==> src/logic/bfl_map.svh <==
// channel count, synchroniser depth and reset values for the battery fault lockout block
`ifndef BFL_MAP_SVH
`define BFL_MAP_SVH
`define BFL_CHANNELS         4
`define BFL_SYNC_STAGES      2
`define BFL_FLAG_RESET_VAL   1'b0
`define BFL_WORD_RESET_VAL   4'h0
`define BFL_GATE_RESET_VAL   4'h0
`endif

==> src/logic/bfl_pkg.sv <==
// types shared by the battery fault lockout block
package bfl_pkg;
   typedef logic [3:0] bfl_chan_t;   // one bit per output channel
   typedef enum logic [1:0] {
      BFL_NORMAL,
      BFL_OVER,
      BFL_UNDER
   } bfl_batt_e;
endpackage : bfl_pkg

==> src/logic/bfl_lockout.sv <==
// battery fault lockout: gate disable, fault flag, report suppression
// operating notes
// - every asynchronous level (battery comparators, chip-select, strap and
//   drain comparators) passes a two-flop synchroniser before any logic
//   reads it, so a pin change reaches the outputs three cycles later
// - gate_command comes from logic on this clock and is not synchronised;
//   it reaches the drives one cycle later
// - either battery fault forces every drive off and masks load faults;
//   the drives and reporting come back by themselves once it clears
// - the fault flag is a sticky level: any present fault sets it, and only
//   a chip-select fall with no fault present clears it; set wins a tie
// - battery faults never enter the serial fault word; that word holds the
//   masked load faults sampled at the chip-select fall and holds them
//   until the next fall
// - chip-select is synchronised inverted so that the synchroniser reset
//   value matches an idle (high) pin; otherwise the first cycle after reset
//   would show a false chip-select fall and clear the flag and the word
// - load faults are taken from the commanded state, not from the drive
//   actually applied: commanded on with drain above the reference is a
//   short, commanded off with drain not above the reference is an open
// - the open-drain flag pin is modelled as a level plus an enable; the
//   enable is high while the pin is pulled low
// - limitation: chip-select falls closer than two cycles apart may merge
//   in the synchroniser and be seen as one fall
// - limitation: a battery pulse shorter than a cycle may be missed by the
//   synchroniser; the analogue comparators are expected to hold their
//   level for far longer than that
// - reset drives every output low, including load_report_en, which comes
//   up one cycle after reset even with a battery fault at the pin, as the
//   battery synchroniser resets to no fault
//
`timescale 1ns/1ps
`include "bfl_map.svh"
module bfl_lockout (
   input  wire logic              clk,
   input  wire logic              rst,
   input  wire logic              over_batt_cmp,     // async, high above upper limit
   input  wire logic              under_batt_cmp,    // async, high below lower limit
   input  wire logic              cs_n,              // async chip-select, active low
   input  wire bfl_pkg::bfl_chan_t gate_command,     // same-clock commanded drive state
   input  wire bfl_pkg::bfl_chan_t drain_above_int,  // async, drain above internal ref
   input  wire bfl_pkg::bfl_chan_t drain_above_ext,  // async, drain above external ref
   input  wire logic              ext_ref_select,    // strap, high selects external ref
   output logic                   fault_flag_out,    // open-drain driven low when set
   output logic                   fault_flag_oe,     // high while the pin is pulled low
   output bfl_pkg::bfl_chan_t     fet_drive_outputs, // gate drives
   output bfl_pkg::bfl_chan_t     fault_word,        // serial fault word, bits 0-3
   output logic                   load_report_en     // load fault reporting enabled
);
   import bfl_pkg::*;

   ////////////////////////////////////////////////////////////////////////////
   // synchronisers
   ////////////////////////////////////////////////////////////////////////////
   logic [1:0]  batt_sync;   // {under, over} after two flops
   logic [9:0]  misc_sync;   // cs, strap, drain comparators

   bfl_sync #(.WIDTH(2)) u_batt_sync (
      .clk      (clk),
      .rst      (rst),
      .async_in ({under_batt_cmp, over_batt_cmp}),
      .sync_out (batt_sync)
   );

   // chip-select enters inverted so the reset value '0 means idle high
   bfl_sync #(.WIDTH(10)) u_misc_sync (
      .clk      (clk),
      .rst      (rst),
      .async_in ({~cs_n, ext_ref_select, drain_above_ext, drain_above_int}),
      .sync_out (misc_sync)
   );

   ////////////////////////////////////////////////////////////////////////////
   // decoded conditions
   ////////////////////////////////////////////////////////////////////////////
   wire       over_s   = batt_sync[0];        // over-battery present
   wire       under_s  = batt_sync[1];        // under-battery present
   wire       cs_s     = ~misc_sync[9];       // synchronised chip-select, idle high
   wire       strap_s  = misc_sync[8];        // synchronised strap
   wire [3:0] ext_s    = misc_sync[7:4];      // drain above external ref
   wire [3:0] int_s    = misc_sync[3:0];      // drain above internal ref
   wire       batt_flt = over_s | under_s;    // any battery fault

   logic      cs_d;                           // chip-select one cycle back
   wire       cs_fall  = cs_d & ~cs_s;        // high-to-low chip-select

   // battery state for the drive gate
   bfl_batt_e batt_state;
   assign batt_state = over_s ? BFL_OVER : (under_s ? BFL_UNDER : BFL_NORMAL);

   // reference choice per strap
   wire [3:0] drain_above = strap_s ? ext_s : int_s;

   // load faults: on-state drain high is short, off-state drain low is open
   bfl_chan_t load_flt;
   genvar g;
   generate
      for (g = 0; g < `BFL_CHANNELS; g++) begin : g_chan
         assign load_flt[g] = gate_command[g] ? drain_above[g] : ~drain_above[g];
      end
   endgenerate

   // reporting gated off during any battery fault, back on once clear
   wire       next_report_en = ~batt_flt;
   wire [3:0] rep_flt        = load_flt & {4{next_report_en}};

   // drives follow command only with no battery fault
   bfl_chan_t next_drive;
   always_comb begin
      case (batt_state)
         BFL_OVER:  next_drive = 4'h0;
         BFL_UNDER: next_drive = 4'h0;
         default:   next_drive = gate_command;
      endcase
   end

   // flag sets on any fault, clears on cs fall only when none present; set wins
   wire any_flt   = batt_flt | (|rep_flt);
   wire next_flag = any_flt ? 1'b1 :
                    (cs_fall ? 1'b0 : fault_flag_out);

   ////////////////////////////////////////////////////////////////////////////
   // registers
   ////////////////////////////////////////////////////////////////////////////
   // chip-select history
   always_ff @(posedge clk) begin
      if (rst) cs_d <= 1'b1;
      else     cs_d <= cs_s;
   end

   // drive and reporting enable
   always_ff @(posedge clk) begin
      if (rst) begin
         fet_drive_outputs <= `BFL_GATE_RESET_VAL;
         load_report_en    <= 1'b0;
      end else begin
         fet_drive_outputs <= next_drive;
         load_report_en    <= next_report_en;
      end
   end

   // fault flag
   always_ff @(posedge clk) begin
      if (rst) begin
         fault_flag_out <= `BFL_FLAG_RESET_VAL;
         fault_flag_oe  <= `BFL_FLAG_RESET_VAL;
      end else begin
         fault_flag_out <= next_flag;
         fault_flag_oe  <= next_flag;
      end
   end

   // serial fault word: load faults only, captured at cs fall
   always_ff @(posedge clk) begin
      if (rst)          fault_word <= `BFL_WORD_RESET_VAL;
      else if (cs_fall) fault_word <= rep_flt;
   end

   ////////////////////////////////////////////////////////////////////////////
   // assertions
   ////////////////////////////////////////////////////////////////////////////
   property p_over_off;
      @(posedge clk) disable iff (rst) over_s |=> fet_drive_outputs == 4'h0;
   endproperty
   a_over_off: assert property (p_over_off) else $error("drive on in over-battery");

   property p_resume;
      @(posedge clk) disable iff (rst) !batt_flt |=> fet_drive_outputs == $past(gate_command);
   endproperty
   a_resume: assert property (p_resume) else $error("drive not following command");

   property p_over_flag;
      @(posedge clk) disable iff (rst) over_s |=> fault_flag_out && fault_flag_oe;
   endproperty
   a_over_flag: assert property (p_over_flag) else $error("no flag on over-battery");

   // pin enable always mirrors the flag level
   property p_oe_track;
      @(posedge clk) disable iff (rst) fault_flag_oe == fault_flag_out;
   endproperty
   a_oe_track: assert property (p_oe_track) else $error("flag enable mismatch");

   // drives return to command once over-battery clears
   property p_over_resume;
      @(posedge clk) disable iff (rst)
         $fell(over_s) && !under_s |=> fet_drive_outputs == $past(gate_command);
   endproperty
   a_over_resume: assert property (p_over_resume) else $error("no resume after over");

   // drives return to command once under-battery clears
   property p_under_resume;
      @(posedge clk) disable iff (rst)
         $fell(under_s) && !over_s |=> fet_drive_outputs == $past(gate_command);
   endproperty
   a_under_resume: assert property (p_under_resume) else $error("no resume after under");

   // under-battery masks load fault reporting
   property p_under_suppress;
      @(posedge clk) disable iff (rst) under_s |=> !load_report_en;
   endproperty
   a_under_suppress: assert property (p_under_suppress) else $error("report on under");

   // under-battery never enters the fault word
   property p_under_word;
      @(posedge clk) disable iff (rst) cs_fall && under_s |=> fault_word == 4'h0;
   endproperty
   a_under_word: assert property (p_under_word) else $error("under in fault word");

   // word bits are the per-channel load faults when no battery fault
   property p_word_bits;
      @(posedge clk) disable iff (rst)
         cs_fall && !batt_flt |=> fault_word == $past(load_flt);
   endproperty
   a_word_bits: assert property (p_word_bits) else $error("fault word bits wrong");

   // strap picks which comparator set is used
   property p_ref_sel;
      @(posedge clk) disable iff (rst) drain_above == (strap_s ? ext_s : int_s);
   endproperty
   a_ref_sel: assert property (p_ref_sel) else $error("reference select wrong");

   // flag holds with no fault and no chip-select fall
   property p_flag_hold;
      @(posedge clk) disable iff (rst)
         !any_flt && !cs_fall |=> fault_flag_out == $past(fault_flag_out);
   endproperty
   a_flag_hold: assert property (p_flag_hold) else $error("flag changed by itself");

   // a reported load fault raises the flag
   property p_load_flag;
      @(posedge clk) disable iff (rst) |rep_flt |=> fault_flag_out;
   endproperty
   a_load_flag: assert property (p_load_flag) else $error("no flag on load fault");

   property p_word_clean;
      @(posedge clk) disable iff (rst) cs_fall && batt_flt |=> fault_word == 4'h0;
   endproperty
   a_word_clean: assert property (p_word_clean) else $error("battery in fault word");

   property p_suppress;
      @(posedge clk) disable iff (rst) batt_flt |=> !load_report_en;
   endproperty
   a_suppress: assert property (p_suppress) else $error("reporting not suppressed");

   property p_clear;
      @(posedge clk) disable iff (rst) cs_fall && !any_flt |=> !fault_flag_out;
   endproperty
   a_clear: assert property (p_clear) else $error("flag not cleared on cs fall");

   property p_under_off;
      @(posedge clk) disable iff (rst) under_s |=> fet_drive_outputs == 4'h0;
   endproperty
   a_under_off: assert property (p_under_off) else $error("drive on in under-battery");

   property p_under_flag;
      @(posedge clk) disable iff (rst) under_s |=> fault_flag_out;
   endproperty
   a_under_flag: assert property (p_under_flag) else $error("no flag on under-battery");

   property p_hold;
      @(posedge clk) disable iff (rst) !cs_fall |=> $stable(fault_word);
   endproperty
   a_hold: assert property (p_hold) else $error("fault word changed outside cs fall");

   property p_reenable;
      @(posedge clk) disable iff (rst) $fell(batt_flt) |-> ##1 load_report_en;
   endproperty
   a_reenable: assert property (p_reenable) else $error("reporting not re-enabled");
endmodule : bfl_lockout

==> src/logic/bfl_sync.sv <==
// two-flop synchroniser for a bus of asynchronous levels
`timescale 1ns/1ps
module bfl_sync #(
   parameter int WIDTH = 1
) (
   input  wire logic             clk,
   input  wire logic             rst,
   input  wire logic [WIDTH-1:0] async_in,
   output logic      [WIDTH-1:0] sync_out
);
   logic [WIDTH-1:0] meta;   // first stage, read only by the second

   // two stage capture
   always_ff @(posedge clk) begin
      if (rst) begin
         meta     <= '0;
         sync_out <= '0;
      end else begin
         meta     <= async_in;
         sync_out <= meta;
      end
   end
endmodule : bfl_sync

==> config.mk <==
export PLATFORM = sky130hd
export DESIGN_NAME = bfl_lockout
export DESIGN_NICKNAME = d
export VERILOG_FILES = /design/src/logic/bfl_pkg.sv /design/src/logic/bfl_lockout.sv /design/src/logic/bfl_sync.sv
export VERILOG_INCLUDE_DIRS = /design/src /design/src/logic
export SDC_FILE = /design/constraint.sdc
export NUM_CORES = 1
export LEC_CHECK = 0
export BUFFER_PORTS_ARGS = -buffer_cell sky130_fd_sc_hd__buf_2
export CAP_MARGIN = 20
export CORE_MARGIN = 5
export CORE_UTILIZATION = 41
export DETAILED_ROUTE_END_ITERATION = 8
export GPL_TIMING_DRIVEN = 0
export MAX_ROUTING_LAYER = met4
export SYNTH_ARGS = -nofsm -noshare
export SYNTH_HDL_FRONTEND = slang
export SYNTH_SLANG_ARGS = --single-unit
==> constraint.sdc <==
create_clock -name clk -period 1.5 [get_ports clk]
set_input_delay 0.375 -clock clk [delete_from_list [all_inputs] [get_ports clk]]
set_output_delay 0.375 -clock clk [all_outputs]
set_load 0.005 [all_outputs]
After elaboration in Yosys (flattened, before gate mapping) --
Cells that the tools add are included.
Operators by class: reductions and logical operators 3, multiplexer cells 9, equal/unequal tests 2, bitwise operators 11
Operators with widths (count):
- $not A1 Y1 | 7
- $mux W1 | 6
- $and A4 B4 Y4 | 1
- $mux W2 | 2
- $mux W4 | 1
- $reduce_or A4 Y1 | 1
- $reduce_or A3 Y1 | 1
- $eq A2 B1 Y1 const B | 1
- $eq A2 B2 Y1 const B | 1
- $or A1 B1 Y1 | 2
- $reduce_bool A2 Y1 | 1
- $and A1 B1 Y1 | 1
Storage, ports and cells: register bits 35, output and inout port bits 11, logic and storage cells 34, input bits 18

Depth between registers and ports, before layout --
depth after elaboration 7, depth in mapped cells 5, gate-level depth less buffers 4

Modules after synthesis --
Synthesis repeated with hierarchy kept, for this count alone.
Unflattened totals: cells, all modules 100, area, all modules 1207.4 um^2
Modules (own cells, without submodules):
- bfl_sync (u_misc_sync) | area an instance 618.1 um^2, cells each 42, sequential area each 400.4 um^2, instances 1
- bfl_lockout | area an instance 484.2 um^2, cells each 50, sequential area each 220.2 um^2, instances 1
- bfl_sync (u_batt_sync) | area an instance 105.1 um^2, cells each 8, sequential area each 80.1 um^2, instances 1

Least setup slack after synthesis --
No wires, ideal clock.
path kind register -> register, start point register u_misc_sync.sync_out[8], end point register fault_flag_oe, buffers on the path 1, required time 1374 ps, data arrival time 1123 ps, period minus slack after synthesis 1249 ps, path slack 251 ps, stages on the path, launching flop included 6, library setup time 126 ps, path through dfxtp_1 buf_6 mux2i_1 xor2_1 a2111oi_2 a21oi_1
Between the ends: word-level cells in the longest chain between the ends 7, elaborated cells on any way between the ends 14, those cells by class 6 x mux; 6 x bitwise; 2 x reduce/logical
Ends and longest elaborated chain:
- from (decl) | line bfl_sync.sv:9 | output logic [WIDTH-1:0] sync_out
- from (signal assigned) | line bfl_sync.sv:20 | sync_out <= meta;
- $mux W4 (*) | line bfl_lockout.sv:92 | wire [3:0] drain_above = strap_s ? ext_s : int_s;
- $not A1 Y1 | line bfl_lockout.sv:99 | assign load_flt[g] = gate_command[g] ? drain_above[g] : ~drain_above[g];
- $mux W1 | line bfl_lockout.sv:99
- $and A4 B4 Y4 (*) | line bfl_lockout.sv:105 | wire [3:0] rep_flt = load_flt & {4{next_report_en}};
- $reduce_or A4 Y1 (*) | line bfl_lockout.sv:118 | wire any_flt = batt_flt | (|rep_flt);
- $or A1 B1 Y1 (*) | line bfl_lockout.sv:118
- $mux W1 / $reduce_bool A2 Y1 (equally long branches)
- to (signal assigned) | line bfl_lockout.sv:146 | fault_flag_oe <= `BFL_FLAG_RESET_VAL;
- to (signal assigned) | line bfl_lockout.sv:149 | fault_flag_oe <= next_flag;
- to (decl) | line bfl_lockout.sv:45 | output logic fault_flag_oe,
Every way passes the cells marked *; elsewhere a longest branch is shown, timed or not. A chain may end at the register's enable or synchronous reset.

Worst setup path after layout --
Same ends and word-level chain as after synthesis.

==> flow_summary.ini <==
[grt]
grt_pass1_vias = 712
antenna_found_initial = 0
grt_usage = 0.107
grt-ovfl-total = 0
grt_pass1_wl_microns = 3130
grt_max_degree = 12

[sta]
clock-skew-final_ns = 0.00178
fin_crit_ns = 1.38
finalHoldViolations = 0
slew_headroom = 0.716
setup_tns_ns = 0
rsz0062_at_grt = no
setup_viol = 0
worstMarginPinSlew_ns = 0.426
slew_viol_final = 0
post-route-period-util = 0.920
fmax_mhz = 724

[worst_setup_path]
ff2ff_path_depth = 5
startpoint_type = flop
ff2ff_setup_slack_ns = 0.12
worstPathArrival_ns = 1.61
cp.required_ns = 1.73
setup.worst_path.start = u_misc_sync.sync_out[8]
worstSetupEndpointType = flop
crit_type = flop to flop
regToRegEndpoint = fault_flag_oe
crit_path_end = fault_flag_oe
r2r_start = u_misc_sync.sync_out[8]
crit_fanout = 4

[synthesis]
yosysMostFrequentCell = dfxtp_1
synth_top_area_frac = 0.626
netlist_instances = 100
synth-seq-cells = 35
synthFlopType = dfxtp_1
synth_area_leaders = dfxtp_1 63%, nor2b_1 13%, mux2i_1 3.6%
synth.top_cells.by_count = 35 x dfxtp_1, 23 x nor2b_1, 5 x a21oi_1, 5 x nand2_1
async_reset_ff_frac = 0
synth.net_count = 118
synth_edf_count = 0
yosysUniqueCellTypes = 19
yosysTopAreaCell = dfxtp_1
ys_seq_area_frac = 0.626
synth_area_sq_um = 1120
ys.warnings.count = 0
avgSynthCellArea_sq_um = 11.2

[cts]
h-tree-depth = 2
clock_latency_ns = 0.34
clkSinkCount = 35
cts_made_buffers = 5
cts_setup_buffers = 0
cts-root-buf = clkbuf_4
cts_tree = built
cts_max_path_buffers = 2
path_clk_slew_ns = 0.10
cts-hold-fix-buffers = 0

[power]
power_density_nw_per_um2 = 1180
power_mw = 1.60
vdd_drop_max_v = 0.000668
leakage_nw = 0.576

[flow_run]
maxCapViolCount = 0

[floorplan]
initial_utilization = 0.417
die_height_microns = 62.3
ios = 29
rows = 19
die_x_microns = 62.3
dieArea_sq_um = 3880
core_sq_um = 2690

[worst_hold_path]
hold_class = primary input to flop

[detailed_routing]
num_vias = 731
drt-initial-drc-count = 25
ant_nets = 0
drc = 0
drt_pass1_iterations = 4
vias_per_cell = 4.38
wl_per_cell_microns = 10.7
drt_wl_total_microns = 1780

[placed_design]
dp_cells = 159
gp_congestion = 0.651
place_hpwl_microns = 1330
portBuffers = 28

[final_layout]
stdcell_count = 167
synthToLayoutAreaGrowth_pct = 21.1
drive_above_1_share = 0.301
antenna_cells = 0
final_nets = 153

[status]
status = complete, no violations
state kept, by name (all words and copies together) (netlist names):
name,flops
load_report_en,1
fault_flag_oe,1
cs_d,1
fault_word,4
u_batt_sync.sync_out,2
u_batt_sync.meta,2
u_misc_sync.sync_out,10
fet_drive_outputs,4
u_misc_sync.meta,10
how the worst min path moves through the flow:
stage / start / depth (start not counted) / to
2_1_floorplan: u_batt_sync.meta[0] / 1 / u_batt_sync.sync_out[0]
3_3_place_gp: u_misc_sync.meta[9] / 1 / u_misc_sync.sync_out[9]
3_5_place_dp: u_misc_sync.meta[5] / 1 / u_misc_sync.sync_out[5]
4_1_cts: cs_n / 2 / u_misc_sync.meta[9]
5_1_grt: cs_n / 2 / u_misc_sync.meta[9]
6_report: cs_n / 2 / u_misc_sync.meta[9]
power by group:
part	switching (mW)	internal, mW
Sequential	0.0158	0.973
Clock	0.303	0.181
Combinational	0.0566	0.0712
worst max-delay path, stage by stage (launching register included):
cell,delay (ns)
dfxtp_1,0.34
buf_6,0.12
mux2i_2,0.21
xor2_1,0.13
a2111oi_2,0.36
a21oi_1,0.11
layout make-up:
type,instances,area [sq um]
plain buffers,5,33.8
clock buffers,6,41.3
clock inverters,2,12.5
fillers,262,1330
multi-input cells,60,389
flip-flops and latches,35,701
well taps,31,38.8
repair buffers,28,140
what timing repair did:
action,in CTS,in global routing
setup endpoints to repair,0,1
hold endpoints to repair,0,0
resized for setup,0,1
placed cells by master (no fill, tap or decap), types with 3 or more instances in the layout:
| master | synthesis | routed |
|---|---|---|
| and2_1 | 4 | 4 |
| buf_2 | 0 | 28 |
| clkbuf_1 | 2 | 3 |
| a21oi_1 | 5 | 5 |
| dfxtp_1 | 35 | 35 |
| nor2_1 | 4 | 4 |
| clkbuf_4 | 0 | 5 |
| mux2i_1 | 4 | 3 |
| nor2b_1 | 23 | 23 |
| nand2_1 | 5 | 5 |
kinds of logic (layout without fill, tap and decap cells):
| group | Yosys count | after routing | synth area share |
|---|---|---|---|
| buf+inv | 5 | 41 | 0.0302 |
| mux | 6 | 6 | 0.0559 |
| xor+xnor | 2 | 2 | 0.0156 |
| flops | 35 | 35 | 0.626 |
| compound gates | 6 | 6 | 0.0357 |
| simple gates | 46 | 46 | 0.237 |
layer usage:
layer	routed length (microns)	share of wire	global-route usage	vias to the layer above
met1	762	0.43	0.111	310
met4	65	0.037	0.0796	0
met2	794	0.45	0.162	24
met5	0	0	-	-
met3	157	0.088	0.0432	7
li1	-	-	-	390
per-stage QoR:
step | setup slack [ns] | hold slack (ns) | area, sq um | util
CTS | 0.104 | 0.161 | 1350 | 0.503
global placement | 0.175 | 0.421 | 1300 | 0.483
finish | 0.119 | 0.176 | 1360 | 0.505
global route | 0.00587 | 0.165 | 1360 | 0.505
floorplan | 0.251 | 0.414 | 1120 | -
detailed placement | 0.118 | 0.421 | 1300 | 0.483
(Power assumes the default switching activity.)
